`src/core/aspc_map.svh`:
```
/*
  Register offsets, field positions, reset values and timing constants
  of the asynchronous serial port core.
  Assumes a 16-bit byte address on the register port.
*/
// Overview of operation
// - Each complete received character is copied into the 8-bit receive holding register unless it is still full.
// - In 7-bit mode received data fills bits 0 to 6, bit 7 reads zero.
// - On overrun the new character is dropped and the holding register kept.
// - Receive holding is read only, all ones after reset or power off.
// - Writing the transmit shifter starts a frame on the serial output pin.
// - Transmit shifter is write only, all ones on reset, power off, transmit disable.
// - Mode control is one byte, byte or bit writable, resets to 0x01.
// - Power bit low holds the unit in asynchronous reset, status and data included.
// - Power bit low makes the receiver see a constant high line.
// - Transmit enable low disables and synchronously resets the transmitter.
// - Receive enable low disables and synchronously resets the receiver.
// - Parity field: none, zero bit, odd, even, for both directions.
// - Zero parity mode never checks parity and never flags a parity error.
// - Character length bit selects 7 data bits at zero, 8 at one.
// - Stop select gives one or two transmit stop bits; receiver always expects one.
// - Enabling reception while the line is low starts a reception at once.
// - Enables pass a two-stage sync; re-enable no sooner than two base clocks.
// - Characters travel least significant bit first.
// - Bit rate is the divider output clock halved.
`ifndef ASPC_MAP_SVH
`define ASPC_MAP_SVH

`define ASPC_ADDR_MODE      16'hff70
`define ASPC_ADDR_BAUD      16'hff71
`define ASPC_ADDR_DATA      16'hff72
`define ASPC_ADDR_STATUS    16'hff73

`define ASPC_MODE_RESET     8'h01
`define ASPC_BAUD_RESET     5'h1f
`define ASPC_DATA_RESET     8'hff
`define ASPC_STATUS_RESET   3'h0

`define ASPC_BIT_POWER      7
`define ASPC_BIT_TXE        6
`define ASPC_BIT_RXE        5
`define ASPC_BIT_PE         2
`define ASPC_BIT_FE         1
`define ASPC_BIT_OVE        0

`define ASPC_PAR_NONE       2'h0
`define ASPC_PAR_ZERO       2'h1
`define ASPC_PAR_ODD        2'h2
`define ASPC_PAR_EVEN       2'h3

`define ASPC_BITS_7         3'h6
`define ASPC_BITS_8         3'h7

`endif

```
`src/core/aspc_pkg.sv`:
```
/*
  Types of the asynchronous serial port core.
  Assumes aspc_map.svh for the numeric constants.
*/
package aspc_pkg;

  typedef struct packed {
    logic       power;
    logic       tx_en;
    logic       rx_en;
    logic [1:0] parity;
    logic       char8;
    logic       stop2;
    logic       fixed_one;
  } aspc_mode_s;

  typedef struct packed {
    logic parity_err;
    logic frame_err;
    logic overrun;
  } aspc_err_s;

  typedef enum logic [2:0] {
    ASPC_TX_IDLE,
    ASPC_TX_START,
    ASPC_TX_DATA,
    ASPC_TX_PAR,
    ASPC_TX_STOP1,
    ASPC_TX_STOP2
  } aspc_tx_e;

  typedef enum logic [2:0] {
    ASPC_RX_IDLE,
    ASPC_RX_START,
    ASPC_RX_DATA,
    ASPC_RX_PAR,
    ASPC_RX_STOP
  } aspc_rx_e;

endpackage

```
`src/core/aspc_core.sv`:
```
/*
  Asynchronous serial port core: mode control, baud divider, transmit
  shifter, receive shifter with holding register and error status.
  Assumes a single-cycle register port master on clk_in, which also
  serves as the base clock of the unit.
*/
`timescale 1ns/10ps
`default_nettype none
`include "aspc_map.svh"

module aspc_core
  import aspc_pkg::*;
(
  // Clock and reset
  input  wire logic        clk_in,
  input  wire logic        rst_b_in,
  // Register port
  input  wire logic [15:0] addr_in,
  input  wire logic [7:0]  wr_data_in,
  input  wire logic        wr_in,
  input  wire logic        rd_in,
  output var  logic [7:0]  rd_data_out,
  // Serial pins
  input  wire logic        serial_in_pin_in,
  output var  logic        serial_out_pin_out,
  // Events
  output var  logic        transmit_done_interrupt_out,
  output var  logic        receive_done_out,
  output var  logic        receive_error_out
);

  aspc_mode_s  serial_mode_control;
  logic [4:0]  baud_generator_control;
  logic [7:0]  receive_holding;
  logic [7:0]  transmit_shifter;
  aspc_err_s   receive_error_status;
  logic        unit_rst_b;

  // Power off asynchronously resets the unit except the mode, baud and output registers
  assign unit_rst_b = rst_b_in & serial_mode_control.power;

  logic sel_mode;
  logic sel_baud;
  logic sel_data;
  logic sel_status;

  always_comb begin
    sel_mode   = 1'b0;
    sel_baud   = 1'b0;
    sel_data   = 1'b0;
    sel_status = 1'b0;
    if (addr_in == `ASPC_ADDR_MODE) begin
      sel_mode = 1'b1;
    end else if (addr_in == `ASPC_ADDR_BAUD) begin
      sel_baud = 1'b1;
    end else if (addr_in == `ASPC_ADDR_DATA) begin
      sel_data = 1'b1;
    end else if (addr_in == `ASPC_ADDR_STATUS) begin
      sel_status = 1'b1;
    end
  end

  // Bit writes arrive as byte writes of the whole value
  always_ff @(posedge clk_in or negedge rst_b_in) begin
    if (!rst_b_in) begin
      serial_mode_control <= `ASPC_MODE_RESET;
    end else if (wr_in && sel_mode) begin
      serial_mode_control <= wr_data_in;
    end
  end

  always_ff @(posedge clk_in or negedge rst_b_in) begin
    if (!rst_b_in) begin
      baud_generator_control <= `ASPC_BAUD_RESET;
    end else if (wr_in && sel_baud) begin
      baud_generator_control <= wr_data_in[4:0];
    end
  end

  // Enables pass two stages on the base clock
  logic txe_s1;
  logic txe_on;
  logic rxe_s1;
  logic rxe_on;

  always_ff @(posedge clk_in or negedge unit_rst_b) begin
    if (!unit_rst_b) begin
      txe_s1 <= 1'b0;
      txe_on <= 1'b0;
      rxe_s1 <= 1'b0;
      rxe_on <= 1'b0;
    end else begin
      txe_s1 <= serial_mode_control.tx_en;
      txe_on <= txe_s1;
      rxe_s1 <= serial_mode_control.rx_en;
      rxe_on <= rxe_s1;
    end
  end

  // Receive pin synchroniser; reset value keeps the line high
  logic rx_s1;
  logic rx_s2;
  logic rx_line;

  always_ff @(posedge clk_in or negedge unit_rst_b) begin
    if (!unit_rst_b) begin
      rx_s1 <= 1'b1;
      rx_s2 <= 1'b1;
    end else begin
      rx_s1 <= serial_in_pin_in;
      rx_s2 <= rx_s1;
    end
  end

  assign rx_line = serial_mode_control.power ? rx_s2 : 1'b1;

  // One bit lasts two divider periods
  logic [5:0] bit_last;
  logic [5:0] half_last;
  logic [2:0] data_last;

  assign bit_last  = {baud_generator_control, 1'b0} - 6'h01;
  assign half_last = {1'b0, baud_generator_control} - 6'h01;
  assign data_last = serial_mode_control.char8 ? `ASPC_BITS_8 : `ASPC_BITS_7;

  aspc_tx_e   tx_state;
  logic [5:0] tx_cnt;
  logic [2:0] tx_idx;
  logic       tx_par;
  logic       tx_bit_end;
  logic       tx_start;

  assign tx_bit_end = (tx_cnt == bit_last);
  // A write while busy is dropped; software waits for the done event
  assign tx_start = wr_in && sel_data && txe_on && (tx_state == ASPC_TX_IDLE);

  always_ff @(posedge clk_in or negedge unit_rst_b) begin
    if (!unit_rst_b) begin
      tx_cnt <= 6'h00;
    end else if (!txe_on || tx_state == ASPC_TX_IDLE || tx_bit_end) begin
      tx_cnt <= 6'h00;
    end else begin
      tx_cnt <= tx_cnt + 6'h01;
    end
  end

  always_ff @(posedge clk_in or negedge unit_rst_b) begin
    if (!unit_rst_b) begin
      tx_state <= ASPC_TX_IDLE;
      tx_idx   <= 3'h0;
    end else if (!txe_on) begin
      tx_state <= ASPC_TX_IDLE;
      tx_idx   <= 3'h0;
    end else begin
      case (tx_state)
        ASPC_TX_IDLE: begin
          if (tx_start) begin
            tx_state <= ASPC_TX_START;
          end
        end
        ASPC_TX_START: begin
          if (tx_bit_end) begin
            tx_state <= ASPC_TX_DATA;
            tx_idx   <= 3'h0;
          end
        end
        ASPC_TX_DATA: begin
          if (tx_bit_end) begin
            tx_idx <= tx_idx + 3'h1;
            if (tx_idx == data_last) begin
              if (serial_mode_control.parity == `ASPC_PAR_NONE) begin
                tx_state <= ASPC_TX_STOP1;
              end else begin
                tx_state <= ASPC_TX_PAR;
              end
            end
          end
        end
        ASPC_TX_PAR: begin
          if (tx_bit_end) begin
            tx_state <= ASPC_TX_STOP1;
          end
        end
        ASPC_TX_STOP1: begin
          if (tx_bit_end) begin
            if (serial_mode_control.stop2) begin
              tx_state <= ASPC_TX_STOP2;
            end else begin
              tx_state <= ASPC_TX_IDLE;
            end
          end
        end
        ASPC_TX_STOP2: begin
          if (tx_bit_end) begin
            tx_state <= ASPC_TX_IDLE;
          end
        end
        default: begin
          tx_state <= ASPC_TX_IDLE;
        end
      endcase
    end
  end

  // Shifter empties to the right, refilling with ones
  always_ff @(posedge clk_in or negedge unit_rst_b) begin
    if (!unit_rst_b) begin
      transmit_shifter <= `ASPC_DATA_RESET;
    end else if (!txe_on) begin
      transmit_shifter <= `ASPC_DATA_RESET;
    end else if (tx_start) begin
      transmit_shifter <= wr_data_in;
    end else if (tx_state == ASPC_TX_DATA && tx_bit_end) begin
      transmit_shifter <= {1'b1, transmit_shifter[7:1]};
    end
  end

  always_ff @(posedge clk_in or negedge unit_rst_b) begin
    if (!unit_rst_b) begin
      tx_par <= 1'b0;
    end else if (tx_start) begin
      tx_par <= 1'b0;
    end else if (tx_state == ASPC_TX_DATA && tx_bit_end) begin
      tx_par <= tx_par ^ transmit_shifter[0];
    end
  end

  logic next_serial_out;

  always_comb begin
    next_serial_out = 1'b1;
    case (tx_state)
      ASPC_TX_START: begin
        next_serial_out = 1'b0;
      end
      ASPC_TX_DATA: begin
        next_serial_out = transmit_shifter[0];
      end
      ASPC_TX_PAR: begin
        if (serial_mode_control.parity == `ASPC_PAR_ODD) begin
          next_serial_out = ~tx_par;
        end else if (serial_mode_control.parity == `ASPC_PAR_EVEN) begin
          next_serial_out = tx_par;
        end else begin
          next_serial_out = 1'b0;
        end
      end
      default: begin
        next_serial_out = 1'b1;
      end
    endcase
  end

  always_ff @(posedge clk_in or negedge rst_b_in) begin
    if (!rst_b_in) begin
      serial_out_pin_out          <= 1'b1;
      transmit_done_interrupt_out <= 1'b0;
    end else begin
      serial_out_pin_out          <= next_serial_out;
      transmit_done_interrupt_out <= txe_on && tx_bit_end &&
        ((tx_state == ASPC_TX_STOP2) ||
         (tx_state == ASPC_TX_STOP1 && !serial_mode_control.stop2));
    end
  end

  aspc_rx_e   rx_state;
  logic [5:0] rx_cnt;
  logic [2:0] rx_idx;
  logic [7:0] receive_shifter;
  logic       rx_par;
  logic       rx_full;
  logic       rx_sample;
  logic       rx_finish;
  logic       rx_pe;
  logic       rx_rd_data;
  logic       rx_rd_status;

  assign rx_sample    = (rx_state == ASPC_RX_START) ? (rx_cnt == half_last) : (rx_cnt == bit_last);
  assign rx_finish    = rxe_on && rx_state == ASPC_RX_STOP && rx_sample;
  assign rx_rd_data   = rd_in && sel_data;
  assign rx_rd_status = rd_in && sel_status;

  // Odd or even mode only; zero parity is never judged
  always_comb begin
    rx_pe = 1'b0;
    if (serial_mode_control.parity == `ASPC_PAR_ODD) begin
      rx_pe = ~rx_par;
    end else if (serial_mode_control.parity == `ASPC_PAR_EVEN) begin
      rx_pe = rx_par;
    end
  end

  always_ff @(posedge clk_in or negedge unit_rst_b) begin
    if (!unit_rst_b) begin
      rx_cnt <= 6'h00;
    end else if (!rxe_on || rx_state == ASPC_RX_IDLE || rx_sample) begin
      rx_cnt <= 6'h00;
    end else begin
      rx_cnt <= rx_cnt + 6'h01;
    end
  end

  always_ff @(posedge clk_in or negedge unit_rst_b) begin
    if (!unit_rst_b) begin
      rx_state <= ASPC_RX_IDLE;
      rx_idx   <= 3'h0;
    end else if (!rxe_on) begin
      rx_state <= ASPC_RX_IDLE;
      rx_idx   <= 3'h0;
    end else begin
      case (rx_state)
        ASPC_RX_IDLE: begin
          // A low line right after enable starts a frame at once
          if (!rx_line) begin
            rx_state <= ASPC_RX_START;
          end
        end
        ASPC_RX_START: begin
          if (rx_sample) begin
            rx_idx <= 3'h0;
            if (rx_line) begin
              rx_state <= ASPC_RX_IDLE;
            end else begin
              rx_state <= ASPC_RX_DATA;
            end
          end
        end
        ASPC_RX_DATA: begin
          if (rx_sample) begin
            rx_idx <= rx_idx + 3'h1;
            if (rx_idx == data_last) begin
              if (serial_mode_control.parity == `ASPC_PAR_NONE) begin
                rx_state <= ASPC_RX_STOP;
              end else begin
                rx_state <= ASPC_RX_PAR;
              end
            end
          end
        end
        ASPC_RX_PAR: begin
          if (rx_sample) begin
            rx_state <= ASPC_RX_STOP;
          end
        end
        ASPC_RX_STOP: begin
          if (rx_sample) begin
            rx_state <= ASPC_RX_IDLE;
          end
        end
        default: begin
          rx_state <= ASPC_RX_IDLE;
        end
      endcase
    end
  end

  always_ff @(posedge clk_in or negedge unit_rst_b) begin
    if (!unit_rst_b) begin
      receive_shifter <= 8'h00;
      rx_par          <= 1'b0;
    end else if (!rxe_on || rx_state == ASPC_RX_IDLE) begin
      receive_shifter <= 8'h00;
      rx_par          <= 1'b0;
    end else if (rx_state == ASPC_RX_DATA && rx_sample) begin
      receive_shifter <= {rx_line, receive_shifter[7:1]};
      rx_par          <= rx_par ^ rx_line;
    end else if (rx_state == ASPC_RX_PAR && rx_sample) begin
      rx_par <= rx_par ^ rx_line;
    end
  end

  // Holding register survives a receive disable, only reset or power off clears it
  always_ff @(posedge clk_in or negedge unit_rst_b) begin
    if (!unit_rst_b) begin
      receive_holding <= `ASPC_DATA_RESET;
    end else if (rx_finish && !rx_full) begin
      if (serial_mode_control.char8) begin
        receive_holding <= receive_shifter;
      end else begin
        receive_holding <= {1'b0, receive_shifter[7:1]};
      end
    end
  end

  // New data wins over a read in the same cycle
  always_ff @(posedge clk_in or negedge unit_rst_b) begin
    if (!unit_rst_b) begin
      rx_full <= 1'b0;
    end else if (!rxe_on) begin
      rx_full <= 1'b0;
    end else if (rx_finish && !rx_full) begin
      rx_full <= 1'b1;
    end else if (rx_rd_data) begin
      rx_full <= 1'b0;
    end
  end

  // Sticky errors: a new event beats the clear on read
  always_ff @(posedge clk_in or negedge unit_rst_b) begin
    if (!unit_rst_b) begin
      receive_error_status <= `ASPC_STATUS_RESET;
    end else if (!rxe_on) begin
      receive_error_status <= `ASPC_STATUS_RESET;
    end else begin
      if (rx_finish && rx_pe) begin
        receive_error_status.parity_err <= 1'b1;
      end else if (rx_rd_status) begin
        receive_error_status.parity_err <= 1'b0;
      end
      if (rx_finish && !rx_line) begin
        receive_error_status.frame_err <= 1'b1;
      end else if (rx_rd_status) begin
        receive_error_status.frame_err <= 1'b0;
      end
      if (rx_finish && rx_full) begin
        receive_error_status.overrun <= 1'b1;
      end else if (rx_rd_status) begin
        receive_error_status.overrun <= 1'b0;
      end
    end
  end

  always_ff @(posedge clk_in or negedge rst_b_in) begin
    if (!rst_b_in) begin
      receive_done_out  <= 1'b0;
      receive_error_out <= 1'b0;
    end else begin
      receive_done_out  <= rx_finish && !rx_full;
      receive_error_out <= rx_finish && (rx_pe || !rx_line || rx_full);
    end
  end

  // Data address reads the receive holding; unmapped addresses read zero
  logic [7:0] next_rd_data;

  always_comb begin
    next_rd_data = 8'h00;
    if (sel_mode) begin
      next_rd_data = serial_mode_control;
    end else if (sel_baud) begin
      next_rd_data = {3'h0, baud_generator_control};
    end else if (sel_data) begin
      next_rd_data = receive_holding;
    end else if (sel_status) begin
      next_rd_data = {5'h00, receive_error_status};
    end
  end

  always_ff @(posedge clk_in or negedge rst_b_in) begin
    if (!rst_b_in) begin
      rd_data_out <= 8'h00;
    end else if (rd_in) begin
      rd_data_out <= next_rd_data;
    end else begin
      rd_data_out <= 8'h00;
    end
  end

endmodule // aspc_core

`default_nettype wire

```
`config.mk`:
```
export PLATFORM = sky130hd
export DESIGN_NAME = aspc_core
export DESIGN_NICKNAME = d
export VERILOG_FILES = /design/src/core/aspc_pkg.sv /design/src/core/aspc_core.sv
export VERILOG_INCLUDE_DIRS = /design/src /design/src/core
export SDC_FILE = /design/constraint.sdc
export NUM_CORES = 1
export LEC_CHECK = 0
export ABC_CLOCK_PERIOD_IN_PS = 2370
export BUFFER_PORTS_ARGS = -buffer_cell sky130_fd_sc_hd__buf_2
export CAP_MARGIN = 5
export CORE_UTILIZATION = 35
export CTS_CLUSTER_SIZE = 12
export DETAILED_ROUTE_END_ITERATION = 7
export SLEW_MARGIN = 10
export SYNTH_ARGS = -nofsm -noshare
export SYNTH_HDL_FRONTEND = slang
export SYNTH_SLANG_ARGS = --single-unit
```
`constraint.sdc`:
```
create_clock -name clk_in -period 2.37 [get_ports clk_in]
set_input_delay 0.1185 -clock clk_in [delete_from_list [all_inputs] [get_ports clk_in]]
set_output_delay 0.1185 -clock clk_in [all_outputs]
set_load 0.02 [all_outputs]
```
==> out/metrics.cfg <==
[yosys]
synth_top_cells_by_count=dfrtp_1 (60), nor2_1 (37), nand2_1 (32)
synthArstFlopShare=1.00
ys.flop_type=dfrtp_1
synth_seq_cells=85
synth_edf_count=0
synth_top_cells_by_area=dfrtp_1 (35%), dfstp_2 (15%), mux2_2 (5.7%)
syn_avg_cell_area_um2=10.7
yosysTopAreaCellShare=0.346
synth.cell_area_um2=4340
synth_area_leader_cell=dfrtp_1
yosysUniqueCellTypes=55
synth.most_common_cell=dfrtp_1
seq_area_frac_synth=0.497
syn-num-nets=439
syn_inst=405
ys.warnings.count=0

[finish]
area_delta_synth_final_pct=33.1
final_cell_area_um2=5780
final_cells=664
nNetsFinal=525
fillers=1104
drive_gt1_frac=0.440
multi_input_comb_area_um2=2350
regArea_um2=2160
antenna_cells=0

[global_route]
antenna_found_initial=0
grt_max_degree=38
overflow=0
grt.total_usage=0.168
grt_pass1_wl_um=16900
grt_pass1_vias=3411

[sta]
relSlewSlack=0.599
worstMarginPinSlew_ns=0.601
setup_slack_ns=-0.375
grt_setup_unrepaired=true
slew_violations=0
hold_violations=0
whs_ns=0.0273
fin_crit_ns=2.75
period_share=1.16
clock_skew_ns=0.00588
fmax_mhz=364
setup_violations=57

[critical_path]
cp_max_fo=5
worstPathArrival_ns=3.01
crit_type=reg2reg
start_kind=register
required_ns=2.64
cp-end-kind=register

[clock_tree]
cts-root-buf=clkbuf_16
cts.clk_slew.worst_paths_ns=0.06
h-tree-depth=3
cts_tree=done
clkLatencyLatePin_ns=0.34
cts_buffers=9
clkSinkCount=85
clock_path_buffers=2

[place]
placed_cells=632
place.gp.congestion=0.859
hpwlAfterDp_um=7150
numPortBuffers=40
pre_cts_ws_ns=-0.404
place_area_um2=5020

[power_and_ir_drop]
p_leak_uw=0.00243
peakVddDrop_v=0.000344
power.density_nw_per_um2=527
total_power_uw=3050

[die]
die-height_um=113
start_util=0.360
ios=41
core_um2=12100
die_area_um2=12900
rows=40
die_w_um=113

[routing]
vias_per_cell=5.05
top_layer=met4
routedWlPerCell_um=15.6
detail-route-antenna-nets=0
drt-pass1-iter-count=5
wl_met3_um=368
met2_length_um=4960
routed_wirelength_um=10300
wl_met1_um=4770
drtIter0Drc=266
vias=3356
route.detailed.drc=0

[status]
status=finished, violations left
violations=setup timing

[min_path]
hp-class=in2reg

[flow_run]
cap_viol_max_count=0

-- logic make-up (layout without fill, tap and decap cells) --
logic type               count (synthesis)  after routing  synth area share
AND/OR/NAND/NOR                        146            146             0.177
flip-flops                              85             85             0.497
buffers and inverters                   29            120            0.0291
multiplexers                            47             47             0.131
adder cells (fa/ha/maj)                  5              5            0.0144
XOR/XNOR                                24             24            0.0518
AO/OA/AOI/OAI                           69             69            0.0999
-- final timing paths --
check / from / to / slack [ns] / depth (start not counted)
min in group asynchronous: rst_b_in / serial_mode_control[7]$_DFFE_PN0P_ / 0.33 / 3
max in group asynchronous: rst_b_in / receive_holding[7]$_DFFE_PN1P_ / 0.83 / 5
hold reg to reg: txe_s1$_DFF_PN0_ / txe_on$_DFF_PN0_ / 0.35 / 0
hold / removal: wr_data_in[7] / serial_mode_control[7]$_DFFE_PN0P_ / 0.03 / 2
setup reg to reg: baud_generator_control[1]$_DFFE_PN1P_ / receive_holding[5]$_DFFE_PN1P_ / -0.38 / 9
setup / recovery: baud_generator_control[1]$_DFFE_PN1P_ / receive_holding[5]$_DFFE_PN1P_ / -0.38 / 9
-- cell usage in the layout, fill, tap and decap left out, types with 11 or more instances in the layout --
cell / count
dfrtp_1: 60
xor2_1: 12
buf_4: 35
buf_6: 14
xnor2_1: 11
buf_2: 40
nand2_1: 31
mux2_2: 20
mux2i_1: 15
o21ai_1: 12
nor2_1: 30
dfstp_2: 25
-- repair_timing --
| action | CTS | global route |
|---|---|---|
| gates cloned | 2 | 0 |
| setup buffers | 6 | 7 |
| setup endpoints to repair | 53 | 57 |
| resized for setup | 37 | 54 |
| hold buffers | 2 | 0 |
| pin swaps | 15 | 22 |
| hold endpoints to repair | 19 | 0 |
-- where the power goes --
part / leakage, uW / internal [uW] / switching, uW
combinational: 0.00120 / 27.0 / 32.0
clock: 0.000152 / 954 / 577
sequential: 0.00108 / 1450 / 0.478
total: 0.00243 / 2440 / 610
-- stage by stage --
step                setup TNS [ns]  utilization
floorplan                    -5.79            -
global placement             -5.50        0.416
detailed placement           -9.50        0.416
CTS                          -9.81        0.460
global route                -16.58        0.479
finish                      -10.36        0.479
-- sequential cells by signal (all words and copies together) (netlist names), 3 cells and up --
| name | flops |
|---|---|
| receive_shifter | 8 |
| serial_mode_control | 8 |
| rx_idx | 3 |
| rx_cnt | 6 |
| rx_state | 3 |
| rd_data_out | 8 |
| receive_holding | 8 |
| tx_idx | 3 |
| tx_cnt | 6 |
| transmit_shifter | 8 |
| baud_generator_control | 5 |
| receive_error_status | 3 |
| tx_state | 3 |
-- final cells by class --
cell class | instances | share of cell area
clock inverter | 5 | 0.0145
inverter | 10 | 0.00649
timing repair buffer | 94 | 0.120
tap | 168 | 0.0364
multi-input combinational | 291 | 0.407
clock buffer | 11 | 0.0420
sequential | 85 | 0.373
-- worst max-delay path, stage by stage, from the launching register on --
cell	delay, ns
dfstp_2	0.37
buf_6	0.11
o31a_1	0.30
or3_4	0.39
and3b_2	0.22
nor4_4	0.34
nand3_2	0.13
or3_4	0.36
buf_6	0.15
mux2_4	0.29
-- per-layer routing --
layer | vias to the layer above | track usage
met4 | 0 | 0.0509
met3 | 24 | 0.0425
met1 | 1637 | 0.222
met2 | 70 | 0.271
met5 | - | 0
li1 | 1625 | -
Note: power is estimated with default switching activity, not from simulation.
